==> src/design/smpc_pkg.sv <==
// Package of constants and carrier types for the stop-mode peripheral controller
// Notes on behaviour
// - Any stop gates all peripheral clocks off.
// - Debug stay-awake keeps debug clock, peripherals halted.
// - Stop3 leaves pins driven by retained logic.
// - Stop2 latches pin states before stop.
// - Stop1 forces pins to reset state.
// - Stop3 keeps RAM and registers intact.
// - Stop2 wake resets registers, pins held until ack.
// - Stop1 wake resets registers, RAM not kept.
// - Stop3 clock generator standby, keep-running bits honoured.
// - Stop2/stop1 clock generator fully off.
// - Timers halt in stop, reset after deep wake.
// - Converter standby, no conversion, reset after deep wake.
// - Keypad pins wake device from stop3.
// - Keypad disabled in deep stop, reset after.
// - Serial units halt in stop, reset after deep wake.
// - SPI halts in stop, reset after deep wake.
// - I2C halts in stop, reset after deep wake.
// - Regulator standby unless voltage detect or debug.
// - Stop2 wake sets flag until ack written.
// - Debug stay-awake demotes deep stop to stop3.
// - Voltage detect in stop demotes deep stop to stop3.
package smpc_pkg;

    // ****************************************
    // Depths and states
    // ****************************************
    typedef enum logic [1:0] {
        SMPC_DEPTH_STOP3 = 2'h0,
        SMPC_DEPTH_STOP2 = 2'h1,
        SMPC_DEPTH_STOP1 = 2'h2
    } smpc_depth_t;

    typedef enum logic [2:0] {
        SMPC_RUN,
        SMPC_ENTER,
        SMPC_STOPPED,
        SMPC_WAKE_RESET,
        SMPC_WAKE
    } smpc_state_t;

    // ****************************************
    // Counts
    // ****************************************
    localparam int SMPC_WAKE_RESET_CYCLES = 4;
    localparam int SMPC_CNT_W             = 3;
    localparam int SMPC_NUM_PINS          = 38;
    localparam logic [SMPC_NUM_PINS-1:0] SMPC_PIN_RESET_VALUE = '0;

    // ****************************************
    // Carriers
    // ****************************************
    typedef struct packed {
        logic timer_pwm_unit;
        logic analog_converter;
        logic keypad_interrupt;
        logic async_serial_unit;
        logic spi_unit;
        logic i2c_unit;
    } smpc_periph_t;

    typedef struct packed {
        logic osc_keep_running;
        logic ref_keep_running;
    } smpc_clkgen_cfg_t;

    typedef struct packed {
        logic osc_run;
        logic ref_run;
        logic standby;
        logic off;
    } smpc_clkgen_ctl_t;

endpackage : smpc_pkg

==> src/design/smpc_pin_hold.sv <==
// Pin hold latch bank for partial powerdown
module smpc_pin_hold #(
    parameter int WIDTH = smpc_pkg::SMPC_NUM_PINS
) (
    input  wire logic             ref_clk,
    input  wire logic             reset,
    input  wire logic             capture,
    input  wire logic             force_default,
    input  wire logic             release_hold,
    input  wire logic [WIDTH-1:0] pin_in,
    input  wire logic [WIDTH-1:0] default_value,
    output logic      [WIDTH-1:0] pin_out,
    output logic                  holding
);
    import smpc_pkg::*;

    logic [WIDTH-1:0] held;
    wire  logic       next_holding;

    // Hold survives wake resets: only release or power-on reset opens it
    assign next_holding = capture | force_default | (holding & ~release_hold);
    assign pin_out      = holding ? held : pin_in;

    always_ff @(posedge ref_clk) begin
        if (reset) begin
            holding <= 1'b0;
        end else begin
            holding <= next_holding;
        end
    end

    always_ff @(posedge ref_clk) begin
        if (reset) begin
            held <= '0;
        end else if (force_default) begin
            held <= default_value;
        end else if (capture) begin
            held <= pin_in;
        end
    end

endmodule : smpc_pin_hold

==> src/design/smpc_top.sv <==
// Stop-mode sequencer: clock gating, pin hold, wake resets and standby controls
module smpc_top (
    input  wire logic                              ref_clk,
    input  wire logic                              reset,
    input  wire logic                              stop_instr,
    input  wire smpc_pkg::smpc_depth_t             stop_depth_cfg,
    input  wire logic                              debug_stay_awake_enable,
    input  wire logic                              lvd_in_stop_enable,
    input  wire smpc_pkg::smpc_clkgen_cfg_t        clkgen_cfg,
    input  wire logic                              wake_request,
    input  wire logic [7:0]                        keypad_pin_enable,
    input  wire logic [7:0]                        keypad_pin_level,
    input  wire logic                              partial_powerdown_ack,
    input  wire logic [smpc_pkg::SMPC_NUM_PINS-1:0] pin_drive_in,
    output logic      [smpc_pkg::SMPC_NUM_PINS-1:0] pin_drive_out,
    output logic                                   pin_hold_active,
    output smpc_pkg::smpc_periph_t                 periph_clk_en,
    output smpc_pkg::smpc_periph_t                 periph_reset,
    output logic                                   debug_clk_en,
    output logic                                   core_reset,
    output logic                                   ram_retain,
    output logic                                   ram_valid,
    output smpc_pkg::smpc_clkgen_ctl_t             clkgen_ctl,
    output logic                                   regulator_standby,
    output logic                                   converter_standby,
    output logic                                   converter_start_allow,
    output logic                                   keypad_wake_enable,
    output logic                                   partial_powerdown_flag,
    output logic                                   stopped,
    output smpc_pkg::smpc_depth_t                  active_depth
);
    import smpc_pkg::*;

    // ****************************************
    // Depth selection
    // ****************************************
    smpc_state_t           state;
    smpc_state_t           next_state;
    logic [SMPC_CNT_W-1:0] wake_cnt;
    logic                  lvd_latched;
    logic                  dbg_latched;
    logic                  ram_ok;

    wire logic        deep_blocked;
    wire smpc_depth_t chosen_depth;
    wire logic        in_stop;
    wire logic        is_stop3;
    wire logic        is_deep;
    wire logic        keypad_hit;
    wire logic        wake_now;
    wire logic        cnt_done;

    assign deep_blocked = debug_stay_awake_enable | lvd_in_stop_enable;
    assign chosen_depth = deep_blocked ? SMPC_DEPTH_STOP3 : stop_depth_cfg;

    assign in_stop  = (state == SMPC_ENTER) || (state == SMPC_STOPPED);
    assign is_stop3 = (active_depth == SMPC_DEPTH_STOP3);
    assign is_deep  = !is_stop3;

    assign keypad_hit = |(keypad_pin_enable & keypad_pin_level);
    assign wake_now   = wake_request | (is_stop3 & keypad_hit);
    assign cnt_done   = (wake_cnt == SMPC_CNT_W'(SMPC_WAKE_RESET_CYCLES - 1));

    // ****************************************
    // Sequencer
    // ****************************************
    always_comb begin
        next_state = state;
        case (state)
            SMPC_RUN: begin
                if (stop_instr) begin
                    next_state = SMPC_ENTER;
                end
            end
            SMPC_ENTER: begin
                next_state = SMPC_STOPPED;
            end
            SMPC_STOPPED: begin
                if (wake_now) begin
                    next_state = is_deep ? SMPC_WAKE_RESET : SMPC_WAKE;
                end
            end
            SMPC_WAKE_RESET: begin
                if (cnt_done) begin
                    next_state = SMPC_WAKE;
                end
            end
            SMPC_WAKE: begin
                next_state = SMPC_RUN;
            end
            default: begin
                next_state = SMPC_RUN;
            end
        endcase
    end

    always_ff @(posedge ref_clk) begin
        if (reset) begin
            state <= SMPC_RUN;
        end else begin
            state <= next_state;
        end
    end

    // Depth, voltage-detect and debug settings are sampled once, at the stop instruction; clkgen_cfg is read live
    always_ff @(posedge ref_clk) begin
        if (reset) begin
            active_depth <= SMPC_DEPTH_STOP3;
            lvd_latched  <= 1'b0;
            dbg_latched  <= 1'b0;
        end else if (state == SMPC_RUN && stop_instr) begin
            active_depth <= chosen_depth;
            lvd_latched  <= lvd_in_stop_enable;
            dbg_latched  <= debug_stay_awake_enable;
        end
    end

    always_ff @(posedge ref_clk) begin
        if (reset || state != SMPC_WAKE_RESET) begin
            wake_cnt <= '0;
        end else begin
            wake_cnt <= wake_cnt + SMPC_CNT_W'(1);
        end
    end

    // ****************************************
    // Pin hold
    // ****************************************
    wire logic hold_capture;
    wire logic hold_force;

    // Stop3 keeps pins on live logic; deeper depths latch or default them
    assign hold_capture = (state == SMPC_ENTER) && (active_depth == SMPC_DEPTH_STOP2);
    assign hold_force   = (state == SMPC_ENTER) && (active_depth == SMPC_DEPTH_STOP1);

    smpc_pin_hold #(
        .WIDTH (SMPC_NUM_PINS)
    ) u_pin_hold (
        .ref_clk       (ref_clk),
        .reset         (reset),
        .capture       (hold_capture),
        .force_default (hold_force),
        .release_hold  (partial_powerdown_ack && state == SMPC_RUN),
        .pin_in        (pin_drive_in),
        .default_value (SMPC_PIN_RESET_VALUE),
        .pin_out       (pin_drive_out),
        .holding       (pin_hold_active)
    );

    // ****************************************
    // Partial powerdown flag
    // ****************************************
    wire logic ppd_set;
    assign ppd_set = (state == SMPC_WAKE) && (active_depth == SMPC_DEPTH_STOP2);

    // Set wins over a same-cycle acknowledge
    always_ff @(posedge ref_clk) begin
        if (reset) begin
            partial_powerdown_flag <= 1'b0;
        end else if (ppd_set) begin
            partial_powerdown_flag <= 1'b1;
        end else if (partial_powerdown_ack) begin
            partial_powerdown_flag <= 1'b0;
        end
    end

    // RAM is lost by stop1 and marked good again in the wake state after the wake reset
    always_ff @(posedge ref_clk) begin
        if (reset) begin
            ram_ok <= 1'b1;
        end else if (hold_force) begin
            ram_ok <= 1'b0;
        end else if (state == SMPC_WAKE) begin
            ram_ok <= 1'b1;
        end
    end

    // ****************************************
    // Gating, resets and standby
    // ****************************************
    wire logic deep_wake_reset;
    assign deep_wake_reset = (state == SMPC_WAKE_RESET);

    assign periph_clk_en = in_stop ? '0 : '1;
    assign periph_reset  = deep_wake_reset ? '1 : '0;
    assign debug_clk_en  = !in_stop || dbg_latched;
    assign core_reset    = deep_wake_reset;
    assign ram_retain    = !(in_stop && active_depth == SMPC_DEPTH_STOP1);
    assign ram_valid     = ram_ok;

    wire logic osc_on;
    wire logic ref_on;
    assign osc_on = !in_stop || (is_stop3 && clkgen_cfg.osc_keep_running);
    assign ref_on = !in_stop || (is_stop3 && clkgen_cfg.ref_keep_running);
    assign clkgen_ctl = {osc_on, ref_on, in_stop && is_stop3, in_stop && is_deep};

    assign regulator_standby     = in_stop && !lvd_latched && !dbg_latched;
    assign converter_standby     = in_stop;
    assign converter_start_allow = !in_stop && !deep_wake_reset;
    assign keypad_wake_enable    = in_stop && is_stop3;
    assign stopped               = in_stop;

endmodule : smpc_top

==> config.mk <==
export PLATFORM = sky130hd
export DESIGN_NAME = smpc_top
export DESIGN_NICKNAME = d
export VERILOG_FILES = /design/src/design/smpc_pkg.sv /design/src/design/smpc_pin_hold.sv /design/src/design/smpc_top.sv
export SDC_FILE = /design/constraint.sdc
export NUM_CORES = 1
export LEC_CHECK = 0
export ABC_CLOCK_PERIOD_IN_PS = 1800
export BUFFER_PORTS_ARGS = -buffer_cell sky130_fd_sc_hd__buf_2
export CORE_ASPECT_RATIO = 0.8
export CORE_MARGIN = 2
export CORE_UTILIZATION = 43
export CTS_CLUSTER_SIZE = 14
export DETAILED_ROUTE_END_ITERATION = 6
export PLACE_DENSITY = 0.85
export SLEW_MARGIN = 25
export SYNTH_ARGS = -nofsm -noshare
export SYNTH_HDL_FRONTEND = slang
export SYNTH_HIERARCHICAL = 1
export SYNTH_SLANG_ARGS = --single-unit
==> constraint.sdc <==
create_clock -name ref_clk -period 1.8 [get_ports ref_clk]
set_input_delay 0.36 -clock ref_clk [delete_from_list [all_inputs] [get_ports ref_clk]]
set_output_delay 0.36 -clock ref_clk [all_outputs]
set_load 0.005 [all_outputs]
==> qor.txt, run 1 <==
status -> complete, but fails checks
failing checks -> negative setup slack
pwr dens -> 762 nW/µm²
TritonCTS clock tree -> built
Worst-Skew Late Latency -> 0.29 ns
Synth Area in XOR/XNOR -> 0%
startpoint types -> flip-flop
Mapped Cells -> 316
worst r2r dst -> u_pin_hold/held[10]$_SDFFE_PP0P_
Hold Path Class -> input port to flip-flop
clock tree root driver cell -> clkbuf_8
Tcrit/Tclk final -> 106%
CP Capture Type -> output pin
gr usage total -> 18.1%
total CTS buffers -> 5
Worst EP required -> 1.44 ns
simple-gate portion of the synthesized area -> 15.8%
fin util -> 61.9%
Worst Hold Depth -> 3
first-pass GRT wire length -> 11.8 mm
worst r2r src -> state[0]$_SDFFE_PP0P_
layout cells sized above 1 -> 49.5%
core box area -> 6890 µm²
Synth Area in Compound Gates -> 14.1%
initial antenna violation count -> 0
port buffer count -> 131
worst setup margin -> -0.113 ns
final wirelength -> 7.77 mm
Hold Path End -> dbg_latched$_SDFFE_PP0P_
synthesis-to-finish area growth -> 39.4%
Die Ht -> 79.5 µm
Register Area -> 1030 µm²
I/O pins -> 132
post-route ant nets -> 0
critical path arrival -> 1.55 ns
Ys Warns -> 6
ys flop type -> dfxtp_1
grt ovf -> 0
Post-Route Setup TNS -> -0.455 ns
Layout fillers -> 589
RSZ-0062 raised after global routing -> yes
Area after DPL -> 3870 µm²
Antenna diodes -> 0
critical path class -> flip-flop to output pin
largest family of logic cells by synthesized area -> multiplexers
Post-synth EDFFs -> 0
chip width -> 98.3 µm
Final HPWL DP -> 5.37 mm
fin area -> 4270 µm²
Synth Area per Inst -> 9.69 µm²
Pre-antenna DRT Iters -> 6
Residual DRC -> 0
worst IR drop on VDD -> 0.000374 V
R2R Setup Slk -> 0.02 ns
mux contribution to synthesized area -> 26.4%
initial drt markers -> 82
Final #Nets -> 537
largest net degree at the start of global routing -> 39
Synth Area in Adders -> 0.817%
max cap viols -> 0
Synth Cell Area -> 3060 µm²
register area share after synthesis -> 33.3%
Final Hold Slack -> 0.313 ns
initial core utilization -> 44.4%
vias in the first global route -> 2,611
vias -> 2,726
hold_buf cts -> 0
Leakage -> 1.76 nW
synth unique cells -> 42
Hold Vio Cnt, Final -> 0
# setup viols final -> 8
FP Rows -> 27
skew final -> 0.00592 ns
hold_sp -> debug_stay_awake_enable
synth top area cells -> dfxtp_1, mux2_2, mux2i_1
FF+latch count, synth -> 51
die area -> 7820 µm²
Longest Clk Path Bufs -> 2
Avg WL per Cell -> 13.9 µm
footprint of the multi-input gates -> 2080 µm²
Async SR Flop Fraction -> 0%
worst r2r path cells -> 7
top-area cell type share of the netlist area -> 33.3%
dpl ws -> 0.128 ns
CTS Sinks -> 51
H-tree depth -> 2
top cell type by total area after synthesis -> dfxtp_1
Worst-path clk slew -> 0.09 ns
Placer Congestion -> 0.823
min Tclk post-route -> 1.91 ns
CP max FO -> 5
Via density -> 4.89
Fmax -> 523 MHz
Final Slew Violations -> 0
-- worst max-delay path by stage --
stage,from,end,slack (ns)
final,state[0]$_SDFFE_PP0P_,regulator_standby,-0.11
after floorplan,state[1]$_SDFFE_PP0P_,u_pin_hold/held[21]$_SDFFE_PP0P_,0.03
after global placement,state[0]$_SDFFE_PP0P_,regulator_standby,0.15
after global routing,state[0]$_SDFFE_PP0P_,regulator_standby,-0.21
after detailed placement,state[0]$_SDFFE_PP0P_,regulator_standby,0.13
after CTS,state[0]$_SDFFE_PP0P_,regulator_standby,-0.10
-- layout make-up --
cell class	count	area share, %
multi-input cells	256	48.9
flip-flops and latches	51	24.1
repair buffers	150	21.6
well taps	87	2.55
clock buffers	8	2.35
inverters	6	0.528
-- cell usage in the layout, fill, tap and decap left out, types with 2 or more instances in the layout --
cell,count
nand2_1,12
a211oi_1,28
nand2b_1,2
clkbuf_16,3
nor2_1,5
ha_1,2
nor3_1,3
mux2i_2,8
nand3b_1,3
a22oi_1,4
buf_12,4
clkbuf_8,7
nor2b_1,38
a211oi_2,10
nand3_1,2
mux2_2,38
dfxtp_2,2
nor4b_4,2
mux2i_4,4
and2_1,2
conb_1,38
buf_6,4
dfxtp_1,48
a21oi_1,8
mux2i_1,26
buf_4,7
inv_1,5
buf_2,131
-- synth_stat cells (2+ instances only) --
library cell and number:
nor3_1 4, mux2i_1 38, a211oi_1 38, ha_1 2, buf_4 19, or2b_1 2
nor2_1 6, clkbuf_1 9, buf_2 7, mux2_2 38, inv_1 6, dfxtp_1 51
and2_1 2, nand3b_1 3, nor4b_1 2, nand2b_1 3, nand3_1 2, nand2_1 12
a21oi_1 8, nor2b_1 38, a22oi_1 4, buf_1 2
-- flip-flops by register name (all words and copies together), names as in the netlist --
signal                  count
u_pin_hold/held            38
state                       3
wake_cnt                    3
active_depth                2
dbg_latched                 1
lvd_latched                 1
partial_powerdown_flag      1
ram_valid                   1
u_pin_hold/holding          1
-- stage by stage --
stage	instances	total power [mW]
4_1_cts	554	3.17
3_3_place_gp	544	2.32
5_1_grt	558	3.45
2_1_floorplan	353	2.08
3_5_place_dp	544	2.35
6_report	558	3.25
-- cell families after synthesis --
| group | after synthesis |
|---|---|
| flops | 51 |
| other cells | 1 |
| simple gates | 82 |
| fa+ha+maj | 2 |
| mux | 76 |
| buf+inv | 46 |
| compound gates | 58 |
-- routing by layer --
layer / wire length, µm / track usage (%) / vias to the layer above
met5: 0 / 0 / -
li1: - / - / 1391
met4: 55 / 4.38 / 0
met2: 3910 / 31.7 / 70
met3: 375 / 3.68 / 6
met1: 3420 / 22.9 / 1259
-- report_power, final --
part / internal [mW] / switching [mW]
combinational: 0.674 / 0.595
clock: 0.352 / 0.371
sequential: 1.20 / 0.0578
-- worst max-delay path: stages, from the launching register on --
cell	delay, ns
dfxtp_2	0.33
or2b_4	0.28
a21o_4	0.24
or2_1	0.21
nor2_1	0.08
buf_2	0.11
-- timing repair --
item	in CTS	in global routing
hold endpoints to repair	0	0
gates resized for setup	7	36
pin swaps	1	24
setup buffers	2	1
gates cloned	0	3
endpoints found under the setup margin	26	55
Power figures use the tool's default switching activity.
==> run 2: changes to the inputs <==
--- a/config.mk
+++ b/config.mk
@@ -9,12 +9,12 @@
 export BUFFER_PORTS_ARGS = -buffer_cell sky130_fd_sc_hd__buf_2
 export CORE_ASPECT_RATIO = 0.8
 export CORE_MARGIN = 2
-export CORE_UTILIZATION = 43
+export CORE_UTILIZATION = 42
 export CTS_CLUSTER_SIZE = 14
 export DETAILED_ROUTE_END_ITERATION = 6
-export PLACE_DENSITY = 0.85
+export GPL_TIMING_DRIVEN = 0
+export PLACE_DENSITY = 0.86
 export SLEW_MARGIN = 25
 export SYNTH_ARGS = -nofsm -noshare
 export SYNTH_HDL_FRONTEND = slang
-export SYNTH_HIERARCHICAL = 1
 export SYNTH_SLANG_ARGS = --single-unit
==> qor.txt, run 2 <==
status -> finished clean
initial antenna violation count -> 0 (unchanged)
clock power share -> 31.0% (+8.8 points)
synth unique cells -> 34 (-19%)
ys flop type -> dfxtp_1
vias in the first global route -> 2,451 (-6.1%)
Hold Vio Cnt, Final -> 0 (unchanged)
critical path arrival -> 1.42 ns (-0.13 ns)
Final Hold Slack -> 0.283 ns (-0.0307 ns)
Int Pwr -> 1.72 mW (-23%)
top flop regs -> u_pin_hold.held (38), state (3), wake_cnt (3)
FP Rows -> 25 (-7.4%)
Die Ht -> 75.4 µm (-5.2%)
core box area -> 6040 µm² (-12%)
skew final -> 0.00286 ns (-0.00306 ns)
top-area cell type share of the netlist area -> 38.2% (+4.8 points)
max cap viols -> 0 (unchanged)
synthesis-to-finish area growth -> 37.4%
initial core utilization -> 44.3% (-0.12 points)
Worst Tran Pin Value -> 0.503 ns
FF+latch count, synth -> 51 (unchanged)
met2 usage -> 35.0% (+3.3 points)
Worst-path clk slew -> 0.08 ns (about the same)
# setup viols final -> 0 (-8)
worst r2r src -> state[1]$_SDFFE_PP0P_
total CTS buffers -> 5 (unchanged)
Hold Path End -> state[2]$_SDFFE_PP0P_
Synth Area per Inst -> 8.52 µm² (-12%)
post-route ant nets -> 0 (unchanged)
Area after DPL -> 3430 µm² (-11%)
most frequent cell after synthesis -> nand2_1
Pre-antenna DRT Iters -> 4 (-2)
register area share after synthesis -> 38.2% (+4.8 points)
Global Route met1 Usage -> 23.9% (+0.95 points)
Synthesized Nets -> 381
min Tclk post-route -> 1.78 ns (-0.135 ns)
Residual DRC -> 0 (unchanged)
most common cell after layout, fill and taps aside -> buf_2
Post-Route Setup TNS -> 0 ns (+0.455 ns)
Rel. slew slack -> 66.5%
clock tree root driver cell -> clkbuf_8
Antenna diodes -> 0 (unchanged)
TritonCTS clock tree -> built
Post-synth EDFFs -> 0 (unchanged)
Fmax -> 562 MHz (+7.6%)
final wirelength -> 7.04 mm (-9.4%)
initial drt markers -> 96 (+17%)
Placer Congestion -> 0.830 (+0.86%)
Net Sw Frac -> 24.0% (-7.5 points)
Worst-Skew Late Latency -> 0.29 ns (about the same)
crit-path cells -> buf_6, xor2_4, nand2b_4, or2_4, nor2_2, buf_2
R2R Setup Slk -> 0.17 ns (+0.15 ns)
Worst Hold Depth -> 2 (-1)
first-pass GRT wire length -> 10.9 mm (-7.9%)
met3 Usage GRT -> 3.07% (-0.61 points)
RSZ-0062 raised after global routing -> yes
Async SR Flop Fraction -> 0% (unchanged)
Hold Path Class -> input port to flip-flop
gr usage total -> 19.4% (+1.4 points)
H-tree depth -> 2 (unchanged)
Synth Cell Area -> 2680 µm² (-13%)
Mapped Cells -> 314 (-0.63%)
leading cell types by count after synthesis -> nand2_1, dfxtp_1, mux2_2
cell family with most CP delay -> simple AND/OR/NAND/NOR gates
hold_buf cts -> 0 (unchanged)
top cell type by total area after synthesis -> dfxtp_1
Worst EP required -> 1.44 ns (about the same)
critical path class -> flip-flop to output pin
most frequent cells in the layout -> buf_2, nand2_1, dfxtp_1, mux2_2, buf_4
fin util -> 60.9% (-1.0 points)
Final HPWL DP -> 5.26 mm (-2.1%)
GR peak layer -> met2
Worst path max stage delay -> 0.33 ns (about the same)
NetSw -> 0.543 mW (-47%)
fin area -> 3680 µm² (-14%)
Largest Register -> u_pin_hold.held
max reg flops -> 38 (unchanged)
Final #Nets -> 525 (-2.2%)
grt ovf -> 0 (unchanged)
pwr dens -> 616 nW/µm² (-19%)
hold_sp -> reset
Tcrit/Tclk final -> 98.8% (-7.5 points)
Ys Warns -> 0 (-6)
Via density -> 4.87 (-0.31%)
worst r2r dst -> u_pin_hold.held[20]$_SDFFE_PP0P_
Final Slew Violations -> 0 (unchanged)
WP buf/inv -> 2 (+1)
sequential power share -> 50.8% (+12 points)
startpoint types -> flip-flop
largest net degree at the start of global routing -> 15 (-62%)
worst IR drop on VDD -> 0.000395 V (+5.6%)
CP Capture Type -> output pin
fin cells -> 540 (-3.2%)
Avg WL per Cell -> 13.0 µm (-6.4%)
CTS Sinks -> 51 (unchanged)
CP max FO -> 5 (unchanged)
port buffer count -> 131 (unchanged)
synth top area cells -> dfxtp_1, mux2_2, nand2_1
die area -> 7030 µm² (-10%)
combinational share of power -> 18.2% (-21 points)
vias -> 2,630 (-3.5%)
layout cells sized above 1 -> 54.2% (+4.8 points)
chip width -> 93.2 µm (-5.2%)
Longest Clk Path Bufs -> 2 (unchanged)
Leakage -> 1.58 nW (-9.9%)
worst r2r path cells -> 8 (+1)
slowest cell on the critical path -> dfxtp_2
placed cells -> 526 (-3.3%)
I/O pins -> 132 (unchanged)
## run 2: cell types whose count changed after synthesis, sizes merged, moves of 2 or more
| cell | previous run | this run |
|---|---|---|
| nor4b | 2 | 0 |
| o21ai | 3 | 1 |
| nor2 | 6 | 10 |
| a21oi | 8 | 43 |
| or2b | 2 | 0 |
| a211oi | 38 | 1 |
| nor3b | 0 | 2 |
| nand2 | 12 | 95 |
| mux2i | 38 | 0 |
| nor2b | 38 | 2 |
| clkbuf | 9 | 5 |
## run 2: cells by family (layout without fill, tap and decap cells)
family | count (synthesis) | in the layout | synth area share [%]
compound gates | 56 | 56 | 14.6
fa+ha+maj | 2 | 2 | 0.935
buf+inv | 41 | 186 | 10.2
xor+xnor | 1 | 1 | 0.327
mux | 38 | 38 | 16.0
simple gates | 125 | 125 | 19.7
flops | 51 | 51 | 38.2
## run 2: cell type report
class                           count  area, µm²
Sequential cell                    51       1030
Multi-Input combinational cell    222       1430
Inverter                            6       25.0
Tap cell                           81        101
Fill cell                         537       2360
Buffer                             34        275
Clock buffer                        8        100
Timing Repair Buffer              138        721
## run 2: routing by layer
metal	up-vias	wire (µm)
met5	-	0
li1	1324	-
met2	90	3390
met4	0	155
met1	1202	3100
met3	14	386
## run 2: worst max path at each step
stage / from / to / slack, ns / cells after the start
after detailed placement: u_pin_hold.holding$_SDFF_PP0_ / pin_drive_out[1] / -0.05 / 4
after global routing: state[1]$_SDFFE_PP0P_ / regulator_standby / -0.07 / 6
final: state[1]$_SDFFE_PP0P_ / regulator_standby / 0.02 / 6
after CTS: state[1]$_SDFFE_PP0P_ / regulator_standby / -0.02 / 6
after floorplan: state[0]$_SDFFE_PP0P_ / regulator_standby / 0.24 / 5
after global placement: u_pin_hold.holding$_SDFF_PP0_ / pin_drive_out[1] / -0.02 / 4
## run 2: worst reg2reg max path, stage by stage (launching register included)
cell	delay, ns
dfxtp_2	0.32
buf_6	0.12
buf_4	0.14
nor3b_4	0.21
nand3b_1	0.16
nand2b_1	0.13
buf_4	0.20
buf_6	0.19
a21oi_2	0.05
## run 2: power groups by stage
stage | Clock [mW] | Combinational, mW | Sequential [mW]
floorplan | 0 | 0.199 | 1.17
global placement | 0 | 0.378 | 1.17
detailed placement | 0 | 0.388 | 1.17
CTS | 0.735 | 0.400 | 1.15
global route | 0.782 | 0.454 | 1.15
finish | 0.701 | 0.413 | 1.15
## run 2: timing repair
action	4_1_cts	5_1_grt
pin swaps	2	1
resized for setup	19	11
buffers inserted	4	3
endpoints found under the setup margin	59	35
## run 2: per-stage QoR
stage          total power [mW]  setup WS (ns)
6_report                   2.26         0.0217
5_1_grt                    2.39        -0.0680
4_1_cts                    2.28        -0.0231
3_5_place_dp               1.56        -0.0494
3_3_place_gp               1.55        -0.0213
2_1_floorplan              1.37          0.238
